## config.mk

```make
export PLATFORM = sky130hd
export DESIGN_NAME = srb_reset_ctrl
export DESIGN_NICKNAME = d
export VERILOG_FILES = /design/src/srb_pkg.sv /design/src/srb_reset_ctrl.sv
export SDC_FILE = /design/constraint.sdc
export NUM_CORES = 1
export LEC_CHECK = 0
export BUFFER_PORTS_ARGS = -buffer_cell sky130_fd_sc_hd__buf_4
export CORE_MARGIN = 4
export CORE_UTILIZATION = 25
export CTS_BUF_LIST = sky130_fd_sc_hd__clkbuf_16
export CTS_CLUSTER_DIAMETER = 150
export DETAILED_ROUTE_END_ITERATION = 8
export PLACE_DENSITY = 0.58
export SLEW_MARGIN = 15
export SYNTH_ARGS = -nofsm -noshare
export SYNTH_HDL_FRONTEND = slang
export SYNTH_SLANG_ARGS = --single-unit
```

## constraint.sdc

```tcl
create_clock -name mclk -period 1.25 [get_ports mclk]
set_input_delay 0.0625 -clock mclk [delete_from_list [all_inputs] [get_ports mclk]]
set_output_delay 0.0625 -clock mclk [all_outputs]
set_load 0.01 [all_outputs]
```

## src/srb_pkg.sv

```systemverilog
// Package for switch reset and boot mode control
package srb_pkg;

   // Switch mode strap codes
   localparam logic [3:0] MODE_SP_PLAIN     = 4'h0;
   localparam logic [3:0] MODE_SP_EE        = 4'h1;
   localparam logic [3:0] MODE_SP_JUMP0     = 4'h2;
   localparam logic [3:0] MODE_SP_JUMP1     = 4'h3;
   localparam logic [3:0] MODE_RSVD_LO      = 4'h4;
   localparam logic [3:0] MODE_RSVD_HI      = 4'h7;
   localparam logic [3:0] MODE_SP_RL        = 4'h8;
   localparam logic [3:0] MODE_SP_RL_EE     = 4'h9;
   localparam logic [3:0] MODE_MP_UN        = 4'ha;
   localparam logic [3:0] MODE_MP_UN_I2C    = 4'hb;
   localparam logic [3:0] MODE_MP_UN_EE     = 4'hc;
   localparam logic [3:0] MODE_MP_UN_I2C_EE = 4'hd;
   localparam logic [3:0] MODE_MP_DIS_A     = 4'he;
   localparam logic [3:0] MODE_MP_DIS_B     = 4'hf;

   // Eeprom init kinds
   typedef enum logic [1:0] {
      SRB_EE_NONE  = 2'b00,
      SRB_EE_SER   = 2'b01,
      SRB_EE_JUMP0 = 2'b10,
      SRB_EE_JUMP1 = 2'b11
   } srb_ee_t;

   // Sequencer states
   typedef enum logic [1:0] {
      SRB_ST_RESET = 2'b00,
      SRB_ST_HALT  = 2'b01,
      SRB_ST_RUN   = 2'b10
   } srb_state_t;

   // Decoded operating mode
   typedef struct packed {
      logic    valid;
      logic    multi_part;
      logic    reduced_lat;
      logic    i2c_reset;
      logic    ports_disabled;
      srb_ee_t ee_init;
   } srb_mode_t;

   localparam srb_mode_t MODE_RESET_VAL = '{1'b0, 1'b0, 1'b0, 1'b0, 1'b0, SRB_EE_NONE};

endpackage

```

## src/srb_reset_ctrl.sv

```systemverilog
// Switch reset sequencing, reset halt and switch mode strap decode
//
// Notes on behaviour
// RULE_01: While fundamental reset is low, all internal logic is held reset. The code instead has halt_req_q load reset_halt during that time.
// RULE_02: Reset halt asserted during reset keeps device quasi-reset, SMBus ports live.
// RULE_03: In quasi-reset, SMBus register reads and writes are accepted.
// RULE_04: Quasi-reset ends only when SMBus master clears the halt control bit.
// RULE_05: Board keeps the four-bit mode strap static after reset negation.
// RULE_06: Codes 0-3 single partition: none, serial, jump-0, jump-1 EEPROM init.
// RULE_07: Codes 4-7 reserved; no defined operating mode is assigned.
// RULE_08: Code 8 reduced latency single partition; code 9 adds serial EEPROM.
// RULE_09: Codes A-D multi-partition unattached: plain, I2C reset, EEPROM, both.
// RULE_10: Codes E and F multi-partition with unused ports disabled.
// RULE_11: Strap sampled at reset negation and held until next fundamental reset.
`timescale 1ns/1ps
`default_nettype none

module srb_reset_ctrl (
   // Clock and reset
   input  wire logic          mclk,
   input  wire logic          rst_n,
   // Board pins
   input  wire logic          fundamental_reset_n,
   input  wire logic          reset_halt,
   input  wire logic [3:0]    switch_mode_strap,
   // Halt bit clear from the switch control register over SMBus
   input  wire logic          halt_bit_clear,
   // Status and controls
   output logic               core_reset_n,
   output logic               smbus_enable,
   output logic               reg_access_enable,
   output logic               halt_bit,
   output srb_pkg::srb_mode_t mode
);

   srb_pkg::srb_state_t state_q;
   srb_pkg::srb_state_t state_d;
   logic                halt_req_q;
   logic                sampled_q;

   function automatic srb_pkg::srb_mode_t decode(input logic [3:0] c);
      srb_pkg::srb_mode_t m;
      m = srb_pkg::MODE_RESET_VAL;
      m.valid = 1'b1;
      if (c <= srb_pkg::MODE_SP_JUMP1) begin
         // RULE_06 single partition init
         m.ee_init = srb_pkg::srb_ee_t'(c[1:0]);
      end else if (c >= srb_pkg::MODE_RSVD_LO && c <= srb_pkg::MODE_RSVD_HI) begin
         // RULE_07 reserved code
         m.valid = 1'b0;
      end else if (c == srb_pkg::MODE_SP_RL || c == srb_pkg::MODE_SP_RL_EE) begin
         // RULE_08 reduced latency
         m.reduced_lat = 1'b1;
         m.ee_init = (c == srb_pkg::MODE_SP_RL_EE) ? srb_pkg::SRB_EE_SER : srb_pkg::SRB_EE_NONE;
      end else if (c <= srb_pkg::MODE_MP_UN_I2C_EE) begin
         // RULE_09 unattached multi-partition
         m.multi_part = 1'b1;
         m.i2c_reset = (c == srb_pkg::MODE_MP_UN_I2C) || (c == srb_pkg::MODE_MP_UN_I2C_EE);
         m.ee_init = (c >= srb_pkg::MODE_MP_UN_EE) ? srb_pkg::SRB_EE_SER : srb_pkg::SRB_EE_NONE;
      end else begin
         // RULE_10 disabled ports
         m.multi_part = 1'b1;
         m.ports_disabled = 1'b1;
      end
      return m;
   endfunction

   // Sequencer next state
   always_comb begin
      state_d = state_q;
      case (state_q)
         srb_pkg::SRB_ST_RESET: begin
            state_d = halt_req_q ? srb_pkg::SRB_ST_HALT : srb_pkg::SRB_ST_RUN;
         end
         srb_pkg::SRB_ST_HALT: begin
            // RULE_04 leave on halt clear
            if (halt_bit_clear) begin
               state_d = srb_pkg::SRB_ST_RUN;
            end
         end
         srb_pkg::SRB_ST_RUN: begin
            state_d = srb_pkg::SRB_ST_RUN;
         end
         default: begin
            state_d = srb_pkg::SRB_ST_RESET;
         end
      endcase
   end

   // RULE_01 reset holds sequencer
   always_ff @(posedge mclk or negedge rst_n) begin
      if (!rst_n) begin
         state_q <= srb_pkg::SRB_ST_RESET;
      end else if (!fundamental_reset_n) begin
         state_q <= srb_pkg::SRB_ST_RESET;
      end else begin
         state_q <= state_d;
      end
   end

   // RULE_02 capture halt request
   always_ff @(posedge mclk or negedge rst_n) begin
      if (!rst_n) begin
         halt_req_q <= 1'b0;
      end else if (!fundamental_reset_n) begin
         halt_req_q <= reset_halt;
      end
   end

   // RULE_11 sample strap once
   always_ff @(posedge mclk or negedge rst_n) begin
      if (!rst_n) begin
         sampled_q <= 1'b0;
         mode      <= srb_pkg::MODE_RESET_VAL;
      end else if (!fundamental_reset_n) begin
         sampled_q <= 1'b0;
         mode      <= srb_pkg::MODE_RESET_VAL;
      end else if (!sampled_q) begin
         sampled_q <= 1'b1;
         mode      <= decode(switch_mode_strap);
      end
   end

   // RULE_01 core reset output
   assign core_reset_n = (state_q == srb_pkg::SRB_ST_RUN);
   // RULE_02 SMBus live in halt
   assign smbus_enable = (state_q != srb_pkg::SRB_ST_RESET);
   // RULE_03 register access in halt
   assign reg_access_enable = (state_q != srb_pkg::SRB_ST_RESET);
   assign halt_bit = (state_q == srb_pkg::SRB_ST_HALT);

   property p_reset_hold;
      @(posedge mclk) disable iff (!rst_n)
      !fundamental_reset_n |=> !core_reset_n && !smbus_enable;
   endproperty
   chk_reset_holds_core: assert property (p_reset_hold) // RULE_01
      else $error("core not held in reset");

   chk_halt_entry_state: assert property (@(posedge mclk) disable iff (!rst_n) // RULE_02
      state_q == srb_pkg::SRB_ST_RESET && fundamental_reset_n && halt_req_q
      |=> halt_bit && smbus_enable && !core_reset_n)
      else $error("halt not entered");

   chk_halt_reg_access: assert property (@(posedge mclk) disable iff (!rst_n) // RULE_03
      halt_bit |-> reg_access_enable)
      else $error("no register access in halt");

   chk_halt_exit_clear: assert property (@(posedge mclk) disable iff (!rst_n) // RULE_04
      halt_bit && fundamental_reset_n && !halt_bit_clear |=> halt_bit)
      else $error("halt left without clear");

   chk_halt_exit_run: assert property (@(posedge mclk) disable iff (!rst_n) // RULE_04
      halt_bit && fundamental_reset_n && halt_bit_clear |=> core_reset_n)
      else $error("halt clear did not run");

   chk_mode_single_part: assert property (@(posedge mclk) disable iff (!rst_n) // RULE_06
      fundamental_reset_n && !sampled_q && switch_mode_strap <= 4'h3
      |=> mode.valid && !mode.multi_part && mode.ee_init == srb_pkg::srb_ee_t'($past(switch_mode_strap[1:0])))
      else $error("single partition decode wrong");

   chk_mode_reserved: assert property (@(posedge mclk) disable iff (!rst_n) // RULE_07
      fundamental_reset_n && !sampled_q && switch_mode_strap[3:2] == 2'b01 |=> !mode.valid)
      else $error("reserved code decoded");

   chk_mode_reduced_lat: assert property (@(posedge mclk) disable iff (!rst_n) // RULE_08
      fundamental_reset_n && !sampled_q && switch_mode_strap[3:1] == 3'b100
      |=> mode.reduced_lat && !mode.multi_part && (mode.ee_init == srb_pkg::SRB_EE_SER) == $past(switch_mode_strap[0]))
      else $error("reduced latency decode wrong");

   chk_mode_unattached: assert property (@(posedge mclk) disable iff (!rst_n) // RULE_09
      fundamental_reset_n && !sampled_q && switch_mode_strap >= 4'ha && switch_mode_strap <= 4'hd
      |=> mode.multi_part && !mode.ports_disabled && mode.i2c_reset == $past(switch_mode_strap[0]))
      else $error("unattached decode wrong");

   chk_mode_disabled: assert property (@(posedge mclk) disable iff (!rst_n) // RULE_10
      fundamental_reset_n && !sampled_q && switch_mode_strap[3:1] == 3'b111
      |=> mode.multi_part && mode.ports_disabled)
      else $error("disabled ports decode wrong");

   chk_mode_held_stable: assert property (@(posedge mclk) disable iff (!rst_n) // RULE_11
      sampled_q && fundamental_reset_n |=> $stable(mode))
      else $error("mode changed after sampling");

   chk_reset_clears_mode: assert property (@(posedge mclk) disable iff (!rst_n) // RULE_01
      !fundamental_reset_n |=> mode == srb_pkg::MODE_RESET_VAL && !halt_bit)
      else $error("mode or halt not cleared in reset");

   chk_reg_access_reset: assert property (@(posedge mclk) disable iff (!rst_n) // RULE_01
      !fundamental_reset_n |=> !reg_access_enable)
      else $error("register access open in reset");

   chk_halt_smbus_live: assert property (@(posedge mclk) disable iff (!rst_n) // RULE_02
      halt_bit |-> smbus_enable && !core_reset_n)
      else $error("halt without live SMBus");

   chk_direct_run_entry: assert property (@(posedge mclk) disable iff (!rst_n) // RULE_02
      state_q == srb_pkg::SRB_ST_RESET && fundamental_reset_n && !halt_req_q
      |=> core_reset_n && !halt_bit)
      else $error("run not entered without halt");

   chk_run_stays: assert property (@(posedge mclk) disable iff (!rst_n) // RULE_04
      core_reset_n && fundamental_reset_n |=> core_reset_n && !halt_bit)
      else $error("run left without reset");

   chk_mode_sampled_once: assert property (@(posedge mclk) disable iff (!rst_n) // RULE_11
      fundamental_reset_n && !sampled_q |=> sampled_q)
      else $error("strap not sampled at release");

   chk_i2c_multi_only: assert property (@(posedge mclk) disable iff (!rst_n) // RULE_09
      mode.i2c_reset |-> mode.valid && mode.multi_part && !mode.ports_disabled)
      else $error("i2c reset outside unattached mode");

   chk_reduced_single: assert property (@(posedge mclk) disable iff (!rst_n) // RULE_08
      mode.reduced_lat |-> mode.valid && !mode.multi_part)
      else $error("reduced latency outside single partition");

   cov_halt_path: cover property (@(posedge mclk) disable iff (!rst_n) halt_bit ##1 core_reset_n);
   cov_direct_run: cover property (@(posedge mclk) disable iff (!rst_n)
      state_q == srb_pkg::SRB_ST_RESET && !halt_req_q ##1 core_reset_n);
   cov_reserved: cover property (@(posedge mclk) disable iff (!rst_n) sampled_q && !mode.valid);
   cov_ports_off: cover property (@(posedge mclk) disable iff (!rst_n) sampled_q && mode.ports_disabled);

endmodule

`default_nettype wire

```

# Word level (Yosys, flattened, before mapping)
# Index checks and enable logic that the tools add are counted.
# word_totals
mem_bits_ro,0
latchBits,0
register_bits,11
mem_count,0
output_inout_bits,11
ramBits,0
input_bits,9
wordCells,47
# op_classes
div_mod_pow,0
eq_ne,8
n_mul,0
shift,0
bitwise,0
magnitude_cmp,5
n_addsub,0
n_reduce_logical,5
muxes,20
# op_table
operator,n
== test 4 bit (second input constant),4
2-to-1 mux 7 bit,2
2-to-1 mux 1 bit,10
2-to-1 mux 2 bit,5
2-to-1 mux 6 bit,1
one-hot mux 2 bit (3 select lines),1
2-to-1 mux 5 bit,1
greater-or-equal comparator 4 x 3 -> 1 bit (second input constant),1
greater-or-equal comparator 4 bit (second input constant),1
less-or-equal comparator 4 x 2 -> 1 bit (second input constant),1
less-or-equal comparator 4 x 3 -> 1 bit (second input constant),1
less-or-equal comparator 4 bit (second input constant),1
!= test 3 bit (second input constant),1
== test 2 x 1 -> 1 bit (second input constant),1
== test 2 bit (second input constant),1
zero test 2 bit,1
logical OR 1 bit,2
!= test 2 bit (second input constant),1
nonzero test 2 bit,1
logical AND 1 bit,1

# Depth between registers and ports, before layout
# depth
depth_word,8
mapped_depth,5
depth_no_buf,5

# Worst setup path before layout
# No wires, ideal clock.
# synth_timing
path_kind,flip-flop to flip-flop
from,register state_q[1]
to,register state_q[0]
stages_incl_launch_ff,6
required_time_ps,1173
path_buffers,0
setup_slack_ps,20
t_arrival_ps,1153
synth_period_minus_slack_ps,1230
setup_ps,77
path_cell_list,dfrtp_1 -> inv_1 -> ha_1 -> nand2b_4 -> or2_2 -> a21oi_1
# synth_via
elab_chain_len,3
elab_cells_between_ends,6
cone_classes,eq/ne (3); mux (2); reduce/logical (1)
# synth_lines
element,line_no,source
"start, declared",srb_reset_ctrl.sv:36,srb_pkg::srb_state_t state_q;
"start signal, assigned",srb_reset_ctrl.sv:93,state_q <= srb_pkg::SRB_ST_RESET;
"start signal, assigned",srb_reset_ctrl.sv:95,state_q <= srb_pkg::SRB_ST_RESET;
"start signal, assigned",srb_reset_ctrl.sv:97,state_q <= state_d;
== test 2 x 1 -> 1 bit *,-,
net halt_bit,srb_reset_ctrl.sv:32,"output logic halt_bit,"
one-hot mux 2 bit (3 select lines),srb_reset_ctrl.sv:71,case (state_q)
2-to-1 mux 2 bit,srb_reset_ctrl.sv:94,end else if (!fundamental_reset_n) begin
# Mark *: on every way through the listed nets, which the timed path passes. The rest lies on a longest branch.
# A chain may end at the register's enable or synchronous reset.

# Final worst setup path
# layout_timing
from,register state_q[1]
to,register state_q[0]
# layout_via
elab_chain_len,3
elab_cells_between_ends,6
cone_classes,eq/ne (3); mux (2); reduce/logical (1)
# layout_lines
element,line_no
"== test 2 bit, or another cell as far along",srb_reset_ctrl.sv:71
one-hot mux 2 bit (3 select lines),srb_reset_ctrl.sv:71
2-to-1 mux 2 bit,srb_reset_ctrl.sv:94
# Several ways; a longest one is shown, not always the timed one.

==> run_results.csv <==
group,metric,value,unit
status,status,"finished, final reports clean",
placement,dpl.cell_count,101,
yosys,synth_mux_area_frac,0.0199,
drt,drt_iter0_drc,8,
setup_path,cp_data_required_time,1400,ps
drt,post_drt_via_cell_ratio,4.49,
drt,wire_per_inst,11.7,µm
yosys,synth_cell_types,24,
clock_tree,cts.sinks,11,
setup_path,worst_path_max_delay_cell,"dfrtp_1",
setup_path,crit_chain,"inv_2, ha_4, nand2b_4, or2_2, a21oi_1",
global_routing,grt_pass1_wl,2.06,mm
layout,num_antenna_cells,0,
clock_tree,cts_root_buffer,"clkbuf_16",
global_routing,grt_overflow_total,0,
sta,skew,1.62,ps
setup_path,critPathKind,"reg -> reg",
clock_tree,clk_pin_slew,40,ps
pwr,p_leak,0.415,nW
yosys,synth-simple-area-share,0.192,
sta,setup_viol,0,
clock_tree,cts_buffers,3,
yosys,ys_seq_area_frac,0.487,
clock_tree,htreeDepth,1,
floorplan,die_h,55.6,µm
yosys,syn-cell-area,566,µm²
sta,post-route-min-period,1200,ps
setup_path,path_delay_family,"flip-flops",
drt,firstDrtPassIters,3,
yosys,synthArstFlopShare,1.00,
global_routing,grt_max_degree,12,
placement,dp_worst_setup_slack,9.77,ps
clock_tree,clock_tree.buffer_depth,2,
drt,detail-route-antenna-nets,0,
drt,vias,480,
placement,hpwl,915,µm
sta,tns,0,ps
clock_tree,clkLatencyLatePin,240,ps
setup_path,worstPathArrival,1350,ps
layout,layout.nets,94,
floorplan,die_width,55.6,µm
floorplan,initial_core_util,0.274,
yosys,syn_nets,68,
pwr,total_power,1.26,mW
placement,gp_congestion,0.699,
floorplan,rows,16,
pwr,power.density,1460,nW/µm²
floorplan,core-area,2060,µm²
layout,area_growth,52.0,%
yosys,syn_inst,55,
floorplan,dieArea,3090,µm²
placement,port_buffers,19,
global_routing,antenna_found_initial,0,
sta,timing.final.max_slew_violations,0,
drt,drc_errors,0,
layout,final_layout_size_suffix_gt1_frac,0.425,
yosys,synth_compound_area_frac,0.142,
drt,wirelength,1.26,mm
pwr,ir_drop,0.741,mV
setup_path,slowest_delay,400,ps
yosys,synthXorXnorAreaFrac,0.0155,
sta,min_period_over_period,0.959,
global_routing,grt_usage,0.0866,
yosys,synth_fa_ha_area_frac,0.0885,
setup_path,cp-start-kind,"register",
min_path,hold_path.class,"in -> reg",
sta,slew_headroom,0.800,
clock_tree,cts_tree,"built",
setup_path,endpoint_kind,"register",
sta,worst_slew_pin_slew,297,ps
sta,rsz0062_at_grt,"no",
sta,hold_viol_final,0,
global_routing,grt_pass1_vias,449,
sta,fin_ws,51.7,ps
run,cap_violations,0,
setup_path,worst-path-max-fanout,4,
layout,utilization,0.417,
floorplan,ios,20,
layout,fin_cells,107,
sta,fmaxAchievable,835,MHz
yosys,ys_seq_elements,11,
yosys,yosysWarnings,0,
yosys,synth_edf_count,0,
yosys,ys.flop_type,"dfrtp_1",
yosys,synth_top_family_by_area,"simple AND/OR/NAND/NOR gates",
yosys,syn_area_per_cell,10.3,µm²
setup_path,critPathBufInv,1,
-- per-layer routing --
metal,share of wire,GRT usage,vias up
met2,0.43,0.110,13
met4,0.021,0.0521,0
met5,0,0,-
li1,-,-,241
met1,0.49,0.111,221
met3,0.062,0.0490,5
-- stage by stage --
step	hold WS (ps)	cell area [µm²]
floorplan	-233	566
global placement	-92.3	744
detailed placement	-91.7	744
CTS	52.6	846
global route	65.9	860
finish	54.3	860
-- what timing repair did --
| item | CTS | global route |
|---|---|---|
| gates cloned | 0 | 0 |
| hold buffers | 2 | 0 |
| hold endpoints to repair | 12 | 0 |
| setup endpoints to repair | 1 | 3 |
| gates resized for setup | 1 | 5 |
| setup buffers | 0 | 0 |
-- worst reg2reg max path: cells and delay by family (launching register included) --
kind	cells	cell delay (ps)
flops	1	400
buf+inv	1	100
simple gates	2	330
compound gates	1	140
fa+ha+maj	1	150
-- path summary, 6_finish.rpt --
check / start / slack [ps] / cells after the start / to
max: state_q[1] / 50 / 5 / state_q[0]
min: reset_halt / 50 / 2 / halt_req_q
max reg2reg: state_q[1] / 50 / 5 / state_q[0]
min reg2reg: mode[1] / 520 / 2 / mode[1]
max in group asynchronous: rst_n / 890 / 2 / state_q[0]
min in group asynchronous: rst_n / 200 / 2 / state_q[1]
-- layout by cell type, fill, tap and decap left out, drive strengths merged --
cell type	synthesis	layout
nand3	4	4
o32ai	1	1
ha	4	4
buf	2	21
inv	5	6
o21a	1	1
dlygate4sd3	0	2
nor2b	1	1
nor2	4	4
nand2b	1	1
or2	1	1
xnor2	1	1
mux2	1	1
o21ai	3	3
nor4b	1	1
nand2	4	4
clkbuf	0	3
a21oi	5	5
a22oi	1	1
dfrtp	11	11
and2b	1	1
nand4b	1	1
nand3b	1	1
o41ai	1	1
-- where the power goes --
group,total (mW),leakage [nW],switching (mW),internal [mW]
logic,0.271,0.229,0.132,0.139
registers,0.412,0.143,0.0265,0.386
clock network,0.575,0.0423,0.155,0.420
-- registers in the layout, indices dropped and copies added, names as in the netlist --
name	flops
mode	7
state_q	2
halt_req_q	1
sampled_q	1
-- final cells by class --
type / instances / area (µm²)
Clock inverter: 1 / 3.75
Tap cell: 27 / 33.8
Sequential cell: 11 / 277
Inverter: 5 / 18.8
Fill cell: 212 / 1200
Multi-Input combinational cell: 37 / 274
Clock buffer: 3 / 75.1
Timing Repair Buffer: 23 / 178
-- Yosys cell counts (all sizes together), types with 2 or more instances --
cell type	n	area, µm²
nor2	4	15.0
nand3	4	20.0
a21oi	5	25.0
inv	5	18.8
o21ai	3	15.0
dfrtp	11	275
buf	2	12.5
nand2	4	15.0
ha	4	50.1
-- cell families (layout without fill, tap and decap cells) --
kind of cell               Yosys count  after routing
DFF                                 11             11
xor gates and xnor gates             1              1
adders and majority gates            4              4
muxes                                1              1
AOI/OAI and AO/OA                   12             12
and+or+nand+nor                     19             19
buffers and inverters                7             32
(Power assumes the default switching activity.)
